===== src/design/sar_adc_defines.vh =====
/*
  constants for the sar converter sequencer: register field positions,
  reset values, conversion time codes and derived clock counts.
  assumes the includer works at the cpu clock rate given below.
*/
`ifndef SAR_ADC_DEFINES_VH
`define SAR_ADC_DEFINES_VH

// ----------------------------------------------------------------------------
// register fields
// ----------------------------------------------------------------------------
`define MODE_START_BIT 7
`define MODE_TSEL_HI 5
`define MODE_TSEL_LO 3
`define MODE_REF_BIT 0
`define CHAN_SEL_HI 1
`define CHAN_SEL_LO 0
`define PF_ENABLE_BIT 7
`define PF_POLARITY_BIT 6
`define MODE_RESET 8'h00
`define CHAN_RESET 8'h00
`define PF_MODE_RESET 8'h00
`define PF_THRESH_RESET 8'h00

// ----------------------------------------------------------------------------
// conversion time codes and clocks per conversion
// ----------------------------------------------------------------------------
`define TSEL_288 3'h0
`define TSEL_240 3'h1
`define TSEL_192 3'h2
`define TSEL_144 3'h4
`define TSEL_120 3'h5
`define TSEL_96 3'h6
`define CLKS_288 9'd288
`define CLKS_240 9'd240
`define CLKS_192 9'd192
`define CLKS_144 9'd144
`define CLKS_120 9'd120
`define CLKS_96 9'd96
// sample share of a conversion is one sixth; each bit gets one tenth of the rest
`define SAMPLE_DIV 9'd6
`define SAR_BITS 9'd10
`define RESULT_SHIFT 6

// ----------------------------------------------------------------------------
// reference settling (software waits, kept for reference)
// ----------------------------------------------------------------------------
`define CLK_MHZ 250
`define REF_SETTLE_US 14
`define REF_SETTLE_CLKS (`REF_SETTLE_US * `CLK_MHZ)

`endif


===== src/design/sar_bit_timer.v =====
/*
  per-conversion phase timer: turns a conversion time code into a sampling
  length and a per-bit decision length, and counts one phase at a time.
  assumes load_i is a single-cycle pulse from the sequencer on the same clock.
*/
`include "sar_adc_defines.vh"
`timescale 1ns/100ps
`default_nettype none

module sar_bit_timer (
  // clock and reset
  input wire core_clk_i,
  input wire rst_i,
  // control
  input wire [2:0] tsel_i,
  input wire load_i,
  input wire sample_phase_i,
  // status
  output reg done_o
);

  reg [8:0] total;
  reg [8:0] sample_len;
  reg [8:0] bit_len;
  reg [8:0] count;

  // ----------------------------------------------------------------------------
  // phase lengths
  // ----------------------------------------------------------------------------
  always @* begin
    case (tsel_i)
      `TSEL_288: total = `CLKS_288;
      `TSEL_240: total = `CLKS_240;
      `TSEL_192: total = `CLKS_192;
      `TSEL_144: total = `CLKS_144;
      `TSEL_120: total = `CLKS_120;
      `TSEL_96: total = `CLKS_96;
      default: total = `CLKS_288;
    endcase
    sample_len = total / `SAMPLE_DIV;
    bit_len = (total - sample_len) / `SAR_BITS;
  end

  // ----------------------------------------------------------------------------
  // down counter
  // ----------------------------------------------------------------------------
  always @(posedge core_clk_i or posedge rst_i) begin
    if (rst_i) begin
      count <= 9'h000;
      done_o <= 1'b0;
    end else if (load_i) begin
      count <= (sample_phase_i ? sample_len : bit_len) - 9'h001;
      done_o <= 1'b0;
    end else if (count != 9'h000) begin
      count <= count - 9'h001;
      done_o <= (count == 9'h001);
    end else begin
      done_o <= 1'b0;
    end
  end

endmodule // sar_bit_timer

`default_nettype wire


===== src/design/sar_adc_sequencer_powerfail.v =====
/*
  sequencer for a 10-bit successive-approximation converter with four
  inputs and power-fail compare; registers are plain ports with write strobes.
  assumes the comparator output is asynchronous and is synchronised here;
  the sample-hold, tap string and analog mux are outside.
*/
// Behaviour
// - start bit set: convert repeatedly until cleared
// - sample fixed time, then hold until end
// - first trial sets bit 9, half tap
// - lower bits trialled, tap from decided bits
// - after bit 0, latch result, maybe interrupt
// - result is sar value times 64
// - register write aborts, restarts if started
// - clearing start bit stops conversion at once
// - result register undefined after reset
// - convert only the selected one of four
// - power-fail enable bit picks function
// - plain mode: store, interrupt, restart immediately
// - polarity 0: interrupt when upper >= threshold
// - polarity 1: interrupt when upper < threshold
// - result overwritten at each conversion end
// - later interrupts spaced by conversion time
// - result read completes before new result
// - mode/channel write at end wins
// - time code selects 288 to 96 clocks
`include "sar_adc_defines.vh"
`timescale 1ns/100ps
`default_nettype none

module sar_adc_sequencer_powerfail (
  // clock and reset
  input wire core_clk_i,
  input wire rst_i,
  // register writes
  input wire [7:0] wdata_i,
  input wire mode_wr_i,
  input wire chan_wr_i,
  input wire pf_mode_wr_i,
  input wire pf_thresh_wr_i,
  // result read strobe
  input wire result_rd_i,
  // analog side
  input wire comparator_i,
  // register contents
  output reg [7:0] converter_mode_register_o,
  output reg [7:0] channel_select_register_o,
  output reg [7:0] powerfail_mode_register_o,
  output reg [7:0] powerfail_threshold_register_o,
  output reg [15:0] conversion_result_register_o,
  // analog control
  output reg [1:0] input_select_o,
  output reg sample_o,
  output reg [9:0] tap_select_o,
  output reg reference_boost_enable_o,
  // events and status
  output reg conversion_end_interrupt_o,
  output reg busy_o
);

  localparam [1:0] ST_IDLE = 2'h0;
  localparam [1:0] ST_SAMPLE = 2'h1;
  localparam [1:0] ST_BIT = 2'h2;
  localparam [1:0] ST_END = 2'h3;

  reg [1:0] state;
  reg [1:0] next_state;
  reg [3:0] bit_idx;
  reg [9:0] sar;
  reg [9:0] next_sar;
  reg cmp_meta;
  reg cmp_sync;
  reg pending_end;
  reg [9:0] held_sar;
  reg timer_load;
  wire timer_done;
  wire any_write;
  wire start_bit;
  wire [7:0] upper;
  wire irq_cond;

  assign any_write = mode_wr_i | chan_wr_i | pf_mode_wr_i | pf_thresh_wr_i;
  assign start_bit = converter_mode_register_o[`MODE_START_BIT];
  assign upper = held_sar[9:2];
  // power-fail gate on the held result
  assign irq_cond = ~powerfail_mode_register_o[`PF_ENABLE_BIT] |
    (powerfail_mode_register_o[`PF_POLARITY_BIT] ?
      (upper < powerfail_threshold_register_o) :
      (upper >= powerfail_threshold_register_o));

  // ----------------------------------------------------------------------------
  // phase timer
  // ----------------------------------------------------------------------------
  sar_bit_timer u_timer (
    .core_clk_i(core_clk_i),
    .rst_i(rst_i),
    .tsel_i(converter_mode_register_o[`MODE_TSEL_HI:`MODE_TSEL_LO]),
    .load_i(timer_load),
    .sample_phase_i(next_state == ST_SAMPLE),
    .done_o(timer_done)
  );

  // ----------------------------------------------------------------------------
  // comparator synchroniser
  // ----------------------------------------------------------------------------
  always @(posedge core_clk_i or posedge rst_i) begin
    if (rst_i) begin
      cmp_meta <= 1'b0;
      cmp_sync <= 1'b0;
    end else begin
      cmp_meta <= comparator_i;
      cmp_sync <= cmp_meta;
    end
  end

  // ----------------------------------------------------------------------------
  // registers written by software
  // ----------------------------------------------------------------------------
  always @(posedge core_clk_i or posedge rst_i) begin
    if (rst_i) begin
      converter_mode_register_o <= `MODE_RESET;
      channel_select_register_o <= `CHAN_RESET;
      powerfail_mode_register_o <= `PF_MODE_RESET;
      powerfail_threshold_register_o <= `PF_THRESH_RESET;
    end else begin
      if (mode_wr_i)
        converter_mode_register_o <= {wdata_i[7:6] & 2'h2, wdata_i[5:0] & 6'h39};
      if (chan_wr_i)
        channel_select_register_o <= {6'h00, wdata_i[1:0]};
      if (pf_mode_wr_i)
        powerfail_mode_register_o <= {wdata_i[7:6], 6'h00};
      if (pf_thresh_wr_i)
        powerfail_threshold_register_o <= wdata_i;
    end
  end

  // ----------------------------------------------------------------------------
  // sequencer next state
  // ----------------------------------------------------------------------------
  always @* begin
    next_state = state;
    next_sar = sar;
    timer_load = 1'b0;
    case (state)
      ST_IDLE: begin
        if (start_bit && !any_write) begin
          next_state = ST_SAMPLE;
          timer_load = 1'b1;
        end
      end
      ST_SAMPLE: begin
        if (timer_done) begin
          next_state = ST_BIT;
          next_sar = 10'h200;
          timer_load = 1'b1;
        end
      end
      ST_BIT: begin
        if (timer_done) begin
          // keep trial bit when input is at or above the tap
          next_sar = sar;
          if (!cmp_sync)
            next_sar[bit_idx] = 1'b0;
          if (bit_idx == 4'h0) begin
            next_state = ST_END;
          end else begin
            next_sar[bit_idx - 4'h1] = 1'b1;
            timer_load = 1'b1;
          end
        end
      end
      ST_END: begin
        next_state = ST_SAMPLE;
        timer_load = 1'b1;
      end
      default: next_state = ST_IDLE;
    endcase
    // a write or a cleared start bit abandons the conversion
    if (any_write || !start_bit) begin
      next_state = ST_IDLE;
      timer_load = 1'b0;
    end
  end

  // ----------------------------------------------------------------------------
  // sequencer state and analog drive
  // ----------------------------------------------------------------------------
  always @(posedge core_clk_i or posedge rst_i) begin
    if (rst_i) begin
      state <= ST_IDLE;
      sar <= 10'h000;
      bit_idx <= 4'h9;
      sample_o <= 1'b0;
      tap_select_o <= 10'h000;
      input_select_o <= 2'h0;
      reference_boost_enable_o <= 1'b0;
      busy_o <= 1'b0;
    end else begin
      state <= next_state;
      sar <= next_sar;
      if (next_state == ST_BIT && state == ST_SAMPLE)
        bit_idx <= 4'h9;
      else if (state == ST_BIT && timer_done && bit_idx != 4'h0)
        bit_idx <= bit_idx - 4'h1;
      sample_o <= (next_state == ST_SAMPLE);
      tap_select_o <= next_sar;
      input_select_o <= channel_select_register_o[`CHAN_SEL_HI:`CHAN_SEL_LO];
      reference_boost_enable_o <= converter_mode_register_o[`MODE_REF_BIT];
      busy_o <= (next_state != ST_IDLE);
    end
  end

  // ----------------------------------------------------------------------------
  // result transfer and interrupt
  // ----------------------------------------------------------------------------
  // result field carries no reset: its content after reset is undefined
  always @(posedge core_clk_i) begin
    if (state == ST_BIT && next_state == ST_END)
      held_sar <= next_sar;
  end

  always @(posedge core_clk_i or posedge rst_i) begin
    if (rst_i) begin
      pending_end <= 1'b0;
      conversion_end_interrupt_o <= 1'b0;
    end else begin
      conversion_end_interrupt_o <= 1'b0;
      if (state == ST_BIT && next_state == ST_END) begin
        pending_end <= 1'b1;
      end else if (pending_end) begin
        // a colliding register write drops the transfer and the interrupt
        if (any_write) begin
          pending_end <= 1'b0;
        end else if (!result_rd_i) begin
          pending_end <= 1'b0;
          conversion_end_interrupt_o <= irq_cond;
        end
      end
    end
  end

  always @(posedge core_clk_i) begin
    if (pending_end && !any_write && !result_rd_i)
      conversion_result_register_o <= {held_sar, 6'h00};
  end

endmodule // sar_adc_sequencer_powerfail

`default_nettype wire


===== config.mk =====
export PLATFORM = sky130hd
export DESIGN_NAME = sar_adc_sequencer_powerfail
export DESIGN_NICKNAME = d
export VERILOG_FILES = /design/src/design/sar_bit_timer.v /design/src/design/sar_adc_sequencer_powerfail.v
export VERILOG_INCLUDE_DIRS = /design/src /design/src/design
export SDC_FILE = /design/constraint.sdc
export NUM_CORES = 1
export LEC_CHECK = 0
export ABC_AREA = 1
export ABC_CLOCK_PERIOD_IN_PS = 6100
export BUFFER_PORTS_ARGS = -buffer_cell sky130_fd_sc_hd__buf_2
export CAP_MARGIN = 0
export CORE_MARGIN = 3
export CORE_UTILIZATION = 55
export DETAILED_ROUTE_END_ITERATION = 10
export GPL_ROUTABILITY_DRIVEN = 0
export PLACE_DENSITY_LB_ADDON = 0.08
export SLEW_MARGIN = 15
export SYNTH_ARGS = -nofsm -noshare
export SYNTH_HDL_FRONTEND = slang
export SYNTH_HIERARCHICAL = 1
export SYNTH_SLANG_ARGS = --single-unit
export TNS_END_PERCENT = 1

===== constraint.sdc =====
create_clock -name core_clk_i -period 6.1 [get_ports core_clk_i]
set_clock_uncertainty 0.15 [all_clocks]
set_input_delay 0 -clock core_clk_i [delete_from_list [all_inputs] [get_ports core_clk_i]]
set_output_delay 0 -clock core_clk_i [all_outputs]
set_load 0.01 [all_outputs]

==> flow_summary.yaml, run 1 <==
detailed_routing:
  drc: 0
  avgRoutedWirePerCell_um: 13.2
  num_vias: 4310
  routed_wl_um: 11200
  detail_route.vias_per_cell: 5.11
  drt_iter0_drc: 218
  first_pass_iters: 5
  ant_nets: 0
clock_tree:
  cts_num_sinks: 72
  clock-root-buffer: "clkbuf_8"
  cts_tree: "yes"
  clock_latency_ps: 340
  cts_buffers: 9
  cts_buffer_depth: 2
  cts-htree-levels: 3
  clk_pin_slew_worst_paths_ps: 80
synthesis:
  synthXorXnorAreaFrac_pct: 0.733
  synthTopCellsByArea: "dfrtp_1 (26%), nand2_1 (13%), edfxtp_1 (13%)"
  syn_area_um2: 4780
  yosys.area.top_type: "dfrtp_1"
  ys_warn_count: 6
  seq_area_frac_synth_pct: 39.8
  synth-adder-area-share_pct: 7.33
  synth_top_area_share_pct: 26.2
  ys_types: 44
  ys_ff_latch: 72
  async_flop_share_pct: 72.2
  synth_top_family_by_area: "simple AND/OR/NAND/NOR gates"
  synth-simple-area-share_pct: 28.5
  synth_edf_count: 20
  ys.flop_type: "dfrtp_1"
  synth_compound_area_share_pct: 9.95
  avgSynthCellArea_um2: 7.53
  synthMuxAreaShare_pct: 0.942
  netlist_instances: 635
  synth.most_common_cell: "nand2_1"
  synth_commonest_cells: "nand2_1 (171), inv_1 (93), nor2_1 (54), dfrtp_1 (50), nand3_1 (39)"
timing:
  setup_viol: 0
  final_max_slew_viol_count: 0
  tightest_slew_ps: 748
  period_share_pct: 92.5
  fmax_mhz: 177
  slew_headroom_pct: 49.9
  period_needed_ps: 5640
  hold_viol_final: 0
layout:
  layout.area.seq_um2: 1910
  fin_cells: 843
  area_growth_pct: 20.2
  drive_gt1_share_pct: 21.5
  nets: 777
  multi_input_area_um2: 2470
  fillCellCount: 705
  diodes: 0
setup_path:
  timing.critical_path.mode_cell: "nand2_2"
  cp_top_family: "simple AND/OR/NAND/NOR gates"
  crit_fanout: 8
  rr_worst_depth: 45
  cp_num_buf_inv: 8
  crit_cells: 45
  r2r-end: "u_timer/count[4]"
  slowest_delay_ps: 460
  r2r_slack_ps: 460
  r2r-start: "converter_mode_register_o[4]"
  worstSetupStartpointType: "flip-flop"
  timing_worst_setup_path_type: "reg -> reg"
  cpMaxStageDelayCell: "dfrtp_2"
  critPathCaptureType: "flip-flop"
  arrival_ps: 5710
  cp.required_ps: 6160
die:
  die_width_um: 99.2
  initial_core_util_pct: 57.3
  row_count: 33
  die_area_um2: 9850
  pin_count: 80
  fp.coreArea_um2: 8340
  die_h_um: 99.2
power:
  p_leak_uw: 0.00294
  power_uw: 1950
  power_density_nw_per_um2: 339
  ir_worst_vdd_mv: 0.212
worst_hold_path:
  hold_path.class: "in -> async"
placement:
  post-dp-hpwl_um: 8030
  io_buffer_count: 58
  dp_cells: 791
global_route:
  grt.total_usage_pct: 22.6
  antenna_found_initial: 0
  grt_pass1_vias: 3939
  grt_overflow: 0
  grt_pass1_wl_um: 18000
  grt_max_degree: 43
flow_run:
  drv_cap: 0
outcome:
  status: "finished clean"
## cell type report
type                            instances  share of cell area [%]
Tap cell                              105                    2.29
Sequential cell                        72                    33.2
Clock buffer                           10                    2.39
Timing Repair Buffer                   95                    10.9
Inverter                              104                    6.90
Clock inverter                          6                    1.26
Multi-Input combinational cell        451                    43.0
## sequential cells by signal, summed over array words and instances (netlist names), 4 cells and up
register                        count
conversion_result_register_o       10
held_sar                           10
sar                                10
u_timer/count                       9
powerfail_threshold_register_o      8
converter_mode_register_o           5
bit_idx                             4
## per-layer routing
| layer | track usage [%] | vias to the layer above | part of all wire (%) |
|---|---|---|---|
| li1 | - | 2182 | - |
| met1 | 31.2 | 1960 | 47 |
| met2 | 36.7 | 158 | 46 |
| met3 | 5.12 | 10 | 6.4 |
| met4 | 4.83 | 0 | 0.91 |
| met5 | 0 | - | 0 |
## through the flow
| step | setup slack [ps] | TNS [ps] | utilization (%) | cell area (um2) | hold slack (ps) |
|---|---|---|---|---|---|
| global placement | 370 | 0 | 60.8 | 5070 | -131 |
| CTS | 93.3 | 0 | 66.3 | 5530 | 80.8 |
| finish | 456 | 0 | 68.9 | 5750 | 86.1 |
| floorplan | 806 | 0 | - | 4860 | -310 |
| global route | -99.0 | -114 | 68.9 | 5750 | 111 |
| detailed placement | -14.0 | -14.0 | 60.8 | 5070 | -124 |
## cell families (layout without fill, tap and decap cells)
group	count (synthesis)	after routing
multiplexers	4	4
adder cells (fa/ha/maj)	28	28
other	2	22
XOR/XNOR	4	4
AO/OA/AOI/OAI	83	83
AND/OR/NAND/NOR	310	310
flip-flops	72	72
buffers and inverters	132	215
## worst min-delay path, stage by stage
cell and delay, ps:
dlygate4sd3_1 560, buf_2 140, inv_1 300
## timing repair
action                                 in CTS  in global routing
pin swaps                                   0                 11
setup buffers                               0                 12
cloned                                      0                  0
endpoints found under the hold margin      73                  0
setup endpoints to repair                   1                  9
gates resized for setup                     1                 31
hold buffers                               24                  0
## power by group
| part | switching, uW | leakage, uW | internal, uW |
|---|---|---|---|
| Clock | 193 | 0.000104 | 206 |
| Sequential | 34.1 | 0.000776 | 537 |
| Combinational | 617 | 0.00206 | 358 |
| Total | 845 | 0.00294 | 1100 |
## how the worst max path moves through the flow
| stage | startpoint | endpoint | slack [ps] |
|---|---|---|---|
| after floorplan | converter_mode_register_o[4] | u_timer/count[4] | 810 |
| after global placement | converter_mode_register_o[4] | u_timer/count[2] | 370 |
| after detailed placement | converter_mode_register_o[4] | u_timer/count[4] | -10 |
| after CTS | converter_mode_register_o[4] | u_timer/count[4] | 90 |
| after global routing | converter_mode_register_o[4] | u_timer/count[4] | -100 |
| final | converter_mode_register_o[4] | u_timer/count[4] | 460 |
## cell usage in the layout (no fill, tap or decap), types with 2 or more instances in the layout
cell	synthesis	routed
nor3_1	5	5
xnor2_1	3	2
a21oi_2	1	2
nand2_1	171	162
o21ai_1	5	5
ha_1	28	25
ha_4	0	2
clkbuf_8	0	10
dfrtp_2	0	2
nor2_2	5	6
conb_1	2	22
dfrtp_1	50	48
inv_6	0	4
mux2_2	4	4
a21oi_1	24	23
o31ai_1	2	2
nand4_1	12	12
o21ai_0	32	32
nand3_2	3	5
or2_2	3	3
nor2_1	54	53
nand3_1	39	36
edfxtp_1	20	20
dlygate4sd3_1	0	24
nand2_4	2	3
dfstp_2	2	2
nand2_2	11	19
a31oi_1	4	4
buf_4	22	13
inv_1	93	90
o22ai_1	5	5
nand4_2	2	2
buf_2	0	58
o21bai_1	2	2
inv_2	10	10
inv_4	0	2
Note: power is estimated with default switching activity, not from simulation.
==> run 2, diff against run 1 <==
- ABC_CLOCK_PERIOD_IN_PS: 6100 -> 6030
- CTS_CLUSTER_DIAMETER: unset -> 200
- clock period: 6.1 -> 6.03 ns (I/O delays scaled with it)
==> flow_summary.yaml, run 2 (synthesis gave the netlist of run 1 again) <==
timing:
  hold_ws_ps: 87.7
  hold_viol_final: 0
  setup_tns_ps: 0
  period_share_pct: 93.0
  slew_headroom_pct: 51.0
  fmax_mhz: 178
  final_max_slew_viol_count: 0
  period_needed_ps: 5610
  setup_viol: 0
  tightest_slew_ps: 731
power:
  p_int_uw: 1060
  seq_power_share_pct: 30.5
  power_frac_comb_pct: 51.8
  switching_power_uw: 838
  ir_worst_vdd_mv: 0.228
  power_density_nw_per_um2: 332
  p_leak_uw: 0.00292
  sw_frac_of_total_pct: 44.3
  p_clk_share_pct: 17.7
clock_tree:
  cts_buffer_depth: 2
  cts_buffers: 9
  clock-root-buffer: "clkbuf_8"
  clk_pin_slew_worst_paths_ps: 80
  cts-htree-levels: 3
  cts_tree: "yes"
  cts_num_sinks: 72
  clock_latency_ps: 350
die:
  die_width_um: 99.2
  die_area_um2: 9850
  row_count: 33
  initial_core_util_pct: 57.3
  fp.coreArea_um2: 8340
  pin_count: 80
  die_h_um: 99.2
global_route:
  grt_pass1_vias: 3979
  grt_max_degree: 43
  antenna_found_initial: 0
  grt_pass1_wl_um: 18000
  grt_overflow: 0
  grt.total_usage_pct: 22.5
layout:
  multi_input_area_um2: 2460
  fillCellCount: 684
  diodes: 0
  nets: 778
  layout.area.seq_um2: 1910
  top_regs: "conversion_result_register_o: 10 flops, held_sar: 10 flops, sar: 10 flops"
  final_cell_mix: "nand2_1 (161), inv_1 (90), buf_2 (58)"
  final_common_cell: "nand2_1"
  drive_gt1_share_pct: 21.7
  fin_cells: 844
  area_growth_pct: 19.4
detailed_routing:
  drt_iter0_drc: 212
  detail_route.vias_per_cell: 5.16
  num_vias: 4353
  first_pass_iters: 5
  routed_wl_um: 10900
  drc: 0
  ant_nets: 0
  avgRoutedWirePerCell_um: 12.9
setup_path:
  timing_worst_setup_path_type: "reg -> reg"
  worstSetupStartpointType: "flip-flop"
  crit_cells: 48
  arrival_ps: 5660
  slowest_delay_ps: 440
  critPathCaptureType: "flip-flop"
  cp.required_ps: 6090
  cpMaxStageDelayCell: "dfrtp_2"
  cp_top_family: "simple AND/OR/NAND/NOR gates"
  rr_worst_depth: 48
  crit_fanout: 8
  cp_num_buf_inv: 7
worst_hold_path:
  hold_path.class: "in -> async"
placement:
  post-dp-hpwl_um: 8000
  dp_cells: 791
  io_buffer_count: 58
flow_run:
  drv_cap: 0
outcome:
  status: "finished clean"
-- run 2: cell types whose count changed in the layout (fill, tap and decap cells not counted), sizes merged --
cell	change
buf	+1
inv	-3
bufinv	-1
clkinvlp	+2
clkinv	+2
-- run 2: final timing paths --
path / startpoint / endpoint / slack (ps)
setup / recovery: converter_mode_register_o[4] / u_timer/count[4] / 420
hold / removal: rst_i / u_timer/count[4] / 90
setup reg to reg: converter_mode_register_o[4] / u_timer/count[4] / 420
hold reg to reg: cmp_meta / cmp_sync / 200
max in group asynchronous: rst_i / converter_mode_register_o[4] / 5110
min in group core_clk_i: comparator_i / cmp_meta / 170
-- run 2: cell type report --
| type | count | area share, % |
|---|---|---|
| multi-input combinational | 451 | 43.2 |
| sequential | 72 | 33.4 |
| timing repair buffer | 96 | 11.1 |
| clock buffer | 10 | 2.24 |
| clock inverter | 6 | 0.789 |
| inverter | 104 | 6.95 |
| tap | 105 | 2.30 |
-- run 2: power by group through the flow --
stage               clock network (uW)  registers [uW]  logic [uW]
finish                             335             577         982
CTS                                345             575         892
global route                       370             582        1110
global placement                     0             584         841
floorplan                            0             583         713
detailed placement                   0             584         870
-- run 2: through the flow --
| stage | cell area (um2) | power, uW | utilization [%] | setup WS, ps |
|---|---|---|---|---|
| floorplan | 4860 | 1300 | - | 736 |
| global placement | 5070 | 1420 | 60.8 | 301 |
| detailed placement | 5070 | 1450 | 60.8 | -108 |
| CTS | 5500 | 1810 | 66.0 | 64.3 |
| global route | 5710 | 2060 | 68.4 | -62.1 |
| finish | 5710 | 1890 | 68.4 | 425 |
-- run 2: worst reg2reg max path: cells and delay by family, from the launching register on --
family,cells,cell delay [ps]
simple gates,31,2750
compound gates,6,820
fa+ha+maj,4,780
buf+inv,7,540
flops,1,440
-- run 2: repair_timing --
item | in CTS | in global routing
buffers inserted | 1 | 12
setup endpoints to repair | 4 | 9
hold buffers | 24 | 0
endpoints found under the hold margin | 71 | 0
resized for setup | 2 | 32
pin swaps | 1 | 10
-- run 2: routing by layer --
metal	track usage [%]	wire (um)
met1	30.9	5040
met2	36.8	5010
met3	4.21	708
met4	5.67	132
met5	0	0
==> run 3, diff against run 2 <==
- CAP_MARGIN: 0 -> unset
- CORE_UTILIZATION: 55 -> 50
==> flow_summary.yaml, run 3 (synthesis gave the netlist of run 1 again) <==
setup_path:
  crit_cells: 45
  worstSetupStartpointType: "flip-flop"
  rr_worst_depth: 45
  r2r-start: "converter_mode_register_o[4]"
  cpMaxStageDelayCell: "dfrtp_2"
  cp.required_ps: 6090
  timing_worst_setup_path_type: "reg -> reg"
  arrival_ps: 5570
  crit_fanout: 8
  timing.critical_path.mode_cell: "nand2_2"
  cp_num_buf_inv: 6
  cp_top_family: "simple AND/OR/NAND/NOR gates"
  slowest_delay_ps: 450
  critPathCaptureType: "flip-flop"
  crit_path_start: "converter_mode_register_o[4]"
global_route:
  grt_pass1_wl_um: 17900
  grt_max_degree: 43
  grt.total_usage_pct: 20.1
  antenna_found_initial: 0
  grt_overflow: 0
  grt_pass1_vias: 3838
layout:
  diodes: 0
  final_common_cell: "nand2_1"
  drive_gt1_share_pct: 20.9
  fillCellCount: 849
  nets: 766
  top_regs: "conversion_result_register_o: 10 flops, held_sar: 10 flops, sar: 10 flops"
  area_growth_pct: 17.4
  final_cell_mix: "nand2_1 (160), inv_1 (90), buf_2 (58)"
timing:
  period_needed_ps: 5510
  period_share_pct: 91.3
  setup_viol: 0
  final_max_slew_viol_count: 0
  slew_headroom_pct: 45.6
  hold_viol_final: 0
  fin_ws_ps: 524
  fmax_mhz: 182
  tightest_slew_ps: 814
die:
  fp.coreArea_um2: 9280
  die_width_um: 104
  initial_core_util_pct: 51.5
  die_area_um2: 10800
  pin_count: 80
  die_h_um: 104
  row_count: 35
clock_tree:
  cts_buffer_depth: 2
  cts-htree-levels: 3
  clk_pin_slew_worst_paths_ps: 80
  cts_tree: "yes"
  cts_num_sinks: 72
  clock_latency_ps: 350
  cts_buffers: 9
  clock-root-buffer: "clkbuf_8"
placement:
  post-dp-hpwl_um: 8240
  dp_slack_ps: 197
  io_buffer_count: 58
power:
  p_leak_uw: 0.00287
  ir_worst_vdd_mv: 0.188
  power_uw: 1860
  power_density_nw_per_um2: 331
outcome:
  status: "finished clean"
detailed_routing:
  ant_nets: 0
  detail_route.vias_per_cell: 4.92
  num_vias: 4211
  routed_wl_um: 11100
  avgRoutedWirePerCell_um: 12.9
  drt_iter0_drc: 234
  first_pass_iters: 5
  drc: 0
flow_run:
  drv_cap: 0
worst_hold_path:
  hold_path.class: "in -> async"
## run 3: changes by cell type in the layout (fill, tap and decap cells not counted), sizes merged
cell | before | now
inv | 103 | 104
clkinvlp | 3 | 2
dlygate4sd3 | 24 | 21
buf | 72 | 63
## run 3: routing by layer
metal / GRT usage (%) / up-vias / wire length [um]
met3: 4.42 / 8 / 560
met1: 27.5 / 1926 / 5270
met5: 0 / - / 0
li1: - / 2161 / -
met4: 4.75 / 0 / 97
met2: 32.9 / 116 / 5160
## run 3: path summary, 6_finish.rpt
path	endpoint	slack, ps
setup / recovery	u_timer/count[4]	520
hold / removal	u_timer/count[5]	90
setup reg to reg	u_timer/count[4]	520
hold reg to reg	cmp_sync	200
max in group asynchronous	converter_mode_register_o[3]	5100
min in group core_clk_i	cmp_meta	150
## run 3: timing repair
item | 4_1_cts | 5_1_grt
setup buffers | 0 | 3
hold buffers | 21 | 0
endpoints found under the hold margin | 71 | 0
resized for setup | 0 | 29
endpoints found under the setup margin | 0 | 9
## run 3: cell type report
class / count / area [um2] / share of cell area (%)
multi-input combinational: 451 / 2440 / 43.5
sequential: 72 / 1910 / 34.0
timing repair buffer: 84 / 538 / 9.59
inverter: 104 / 392 / 6.98
tap: 129 / 161 / 2.88
clock buffer: 10 / 128 / 2.27
clock inverter: 6 / 46.3 / 0.825
## run 3: through the flow
stage / util [%] / hold WS (ps) / area [um2] / instances / TNS (ps)
after detailed placement: 55.1 / -105 / 5110 / 816 / 0
after floorplan: - / -310 / 4860 / 655 / 0
after global routing: 60.4 / 114 / 5610 / 856 / -86.6
after global placement: 55.1 / -100 / 5110 / 816 / 0
after CTS: 59.2 / 60.3 / 5500 / 853 / 0
final: 60.4 / 87.4 / 5610 / 856 / 0
## run 3: tightest hold or removal path, cell delays in order
cell,delay [ps]
dlygate4sd3_1,540
buf_2,150
inv_1,320
## run 3: power breakdown
group          internal [uW]  switching, uW  total, uW
registers                543           34.4        578
clock network            152            196        347
logic                    336            597        932
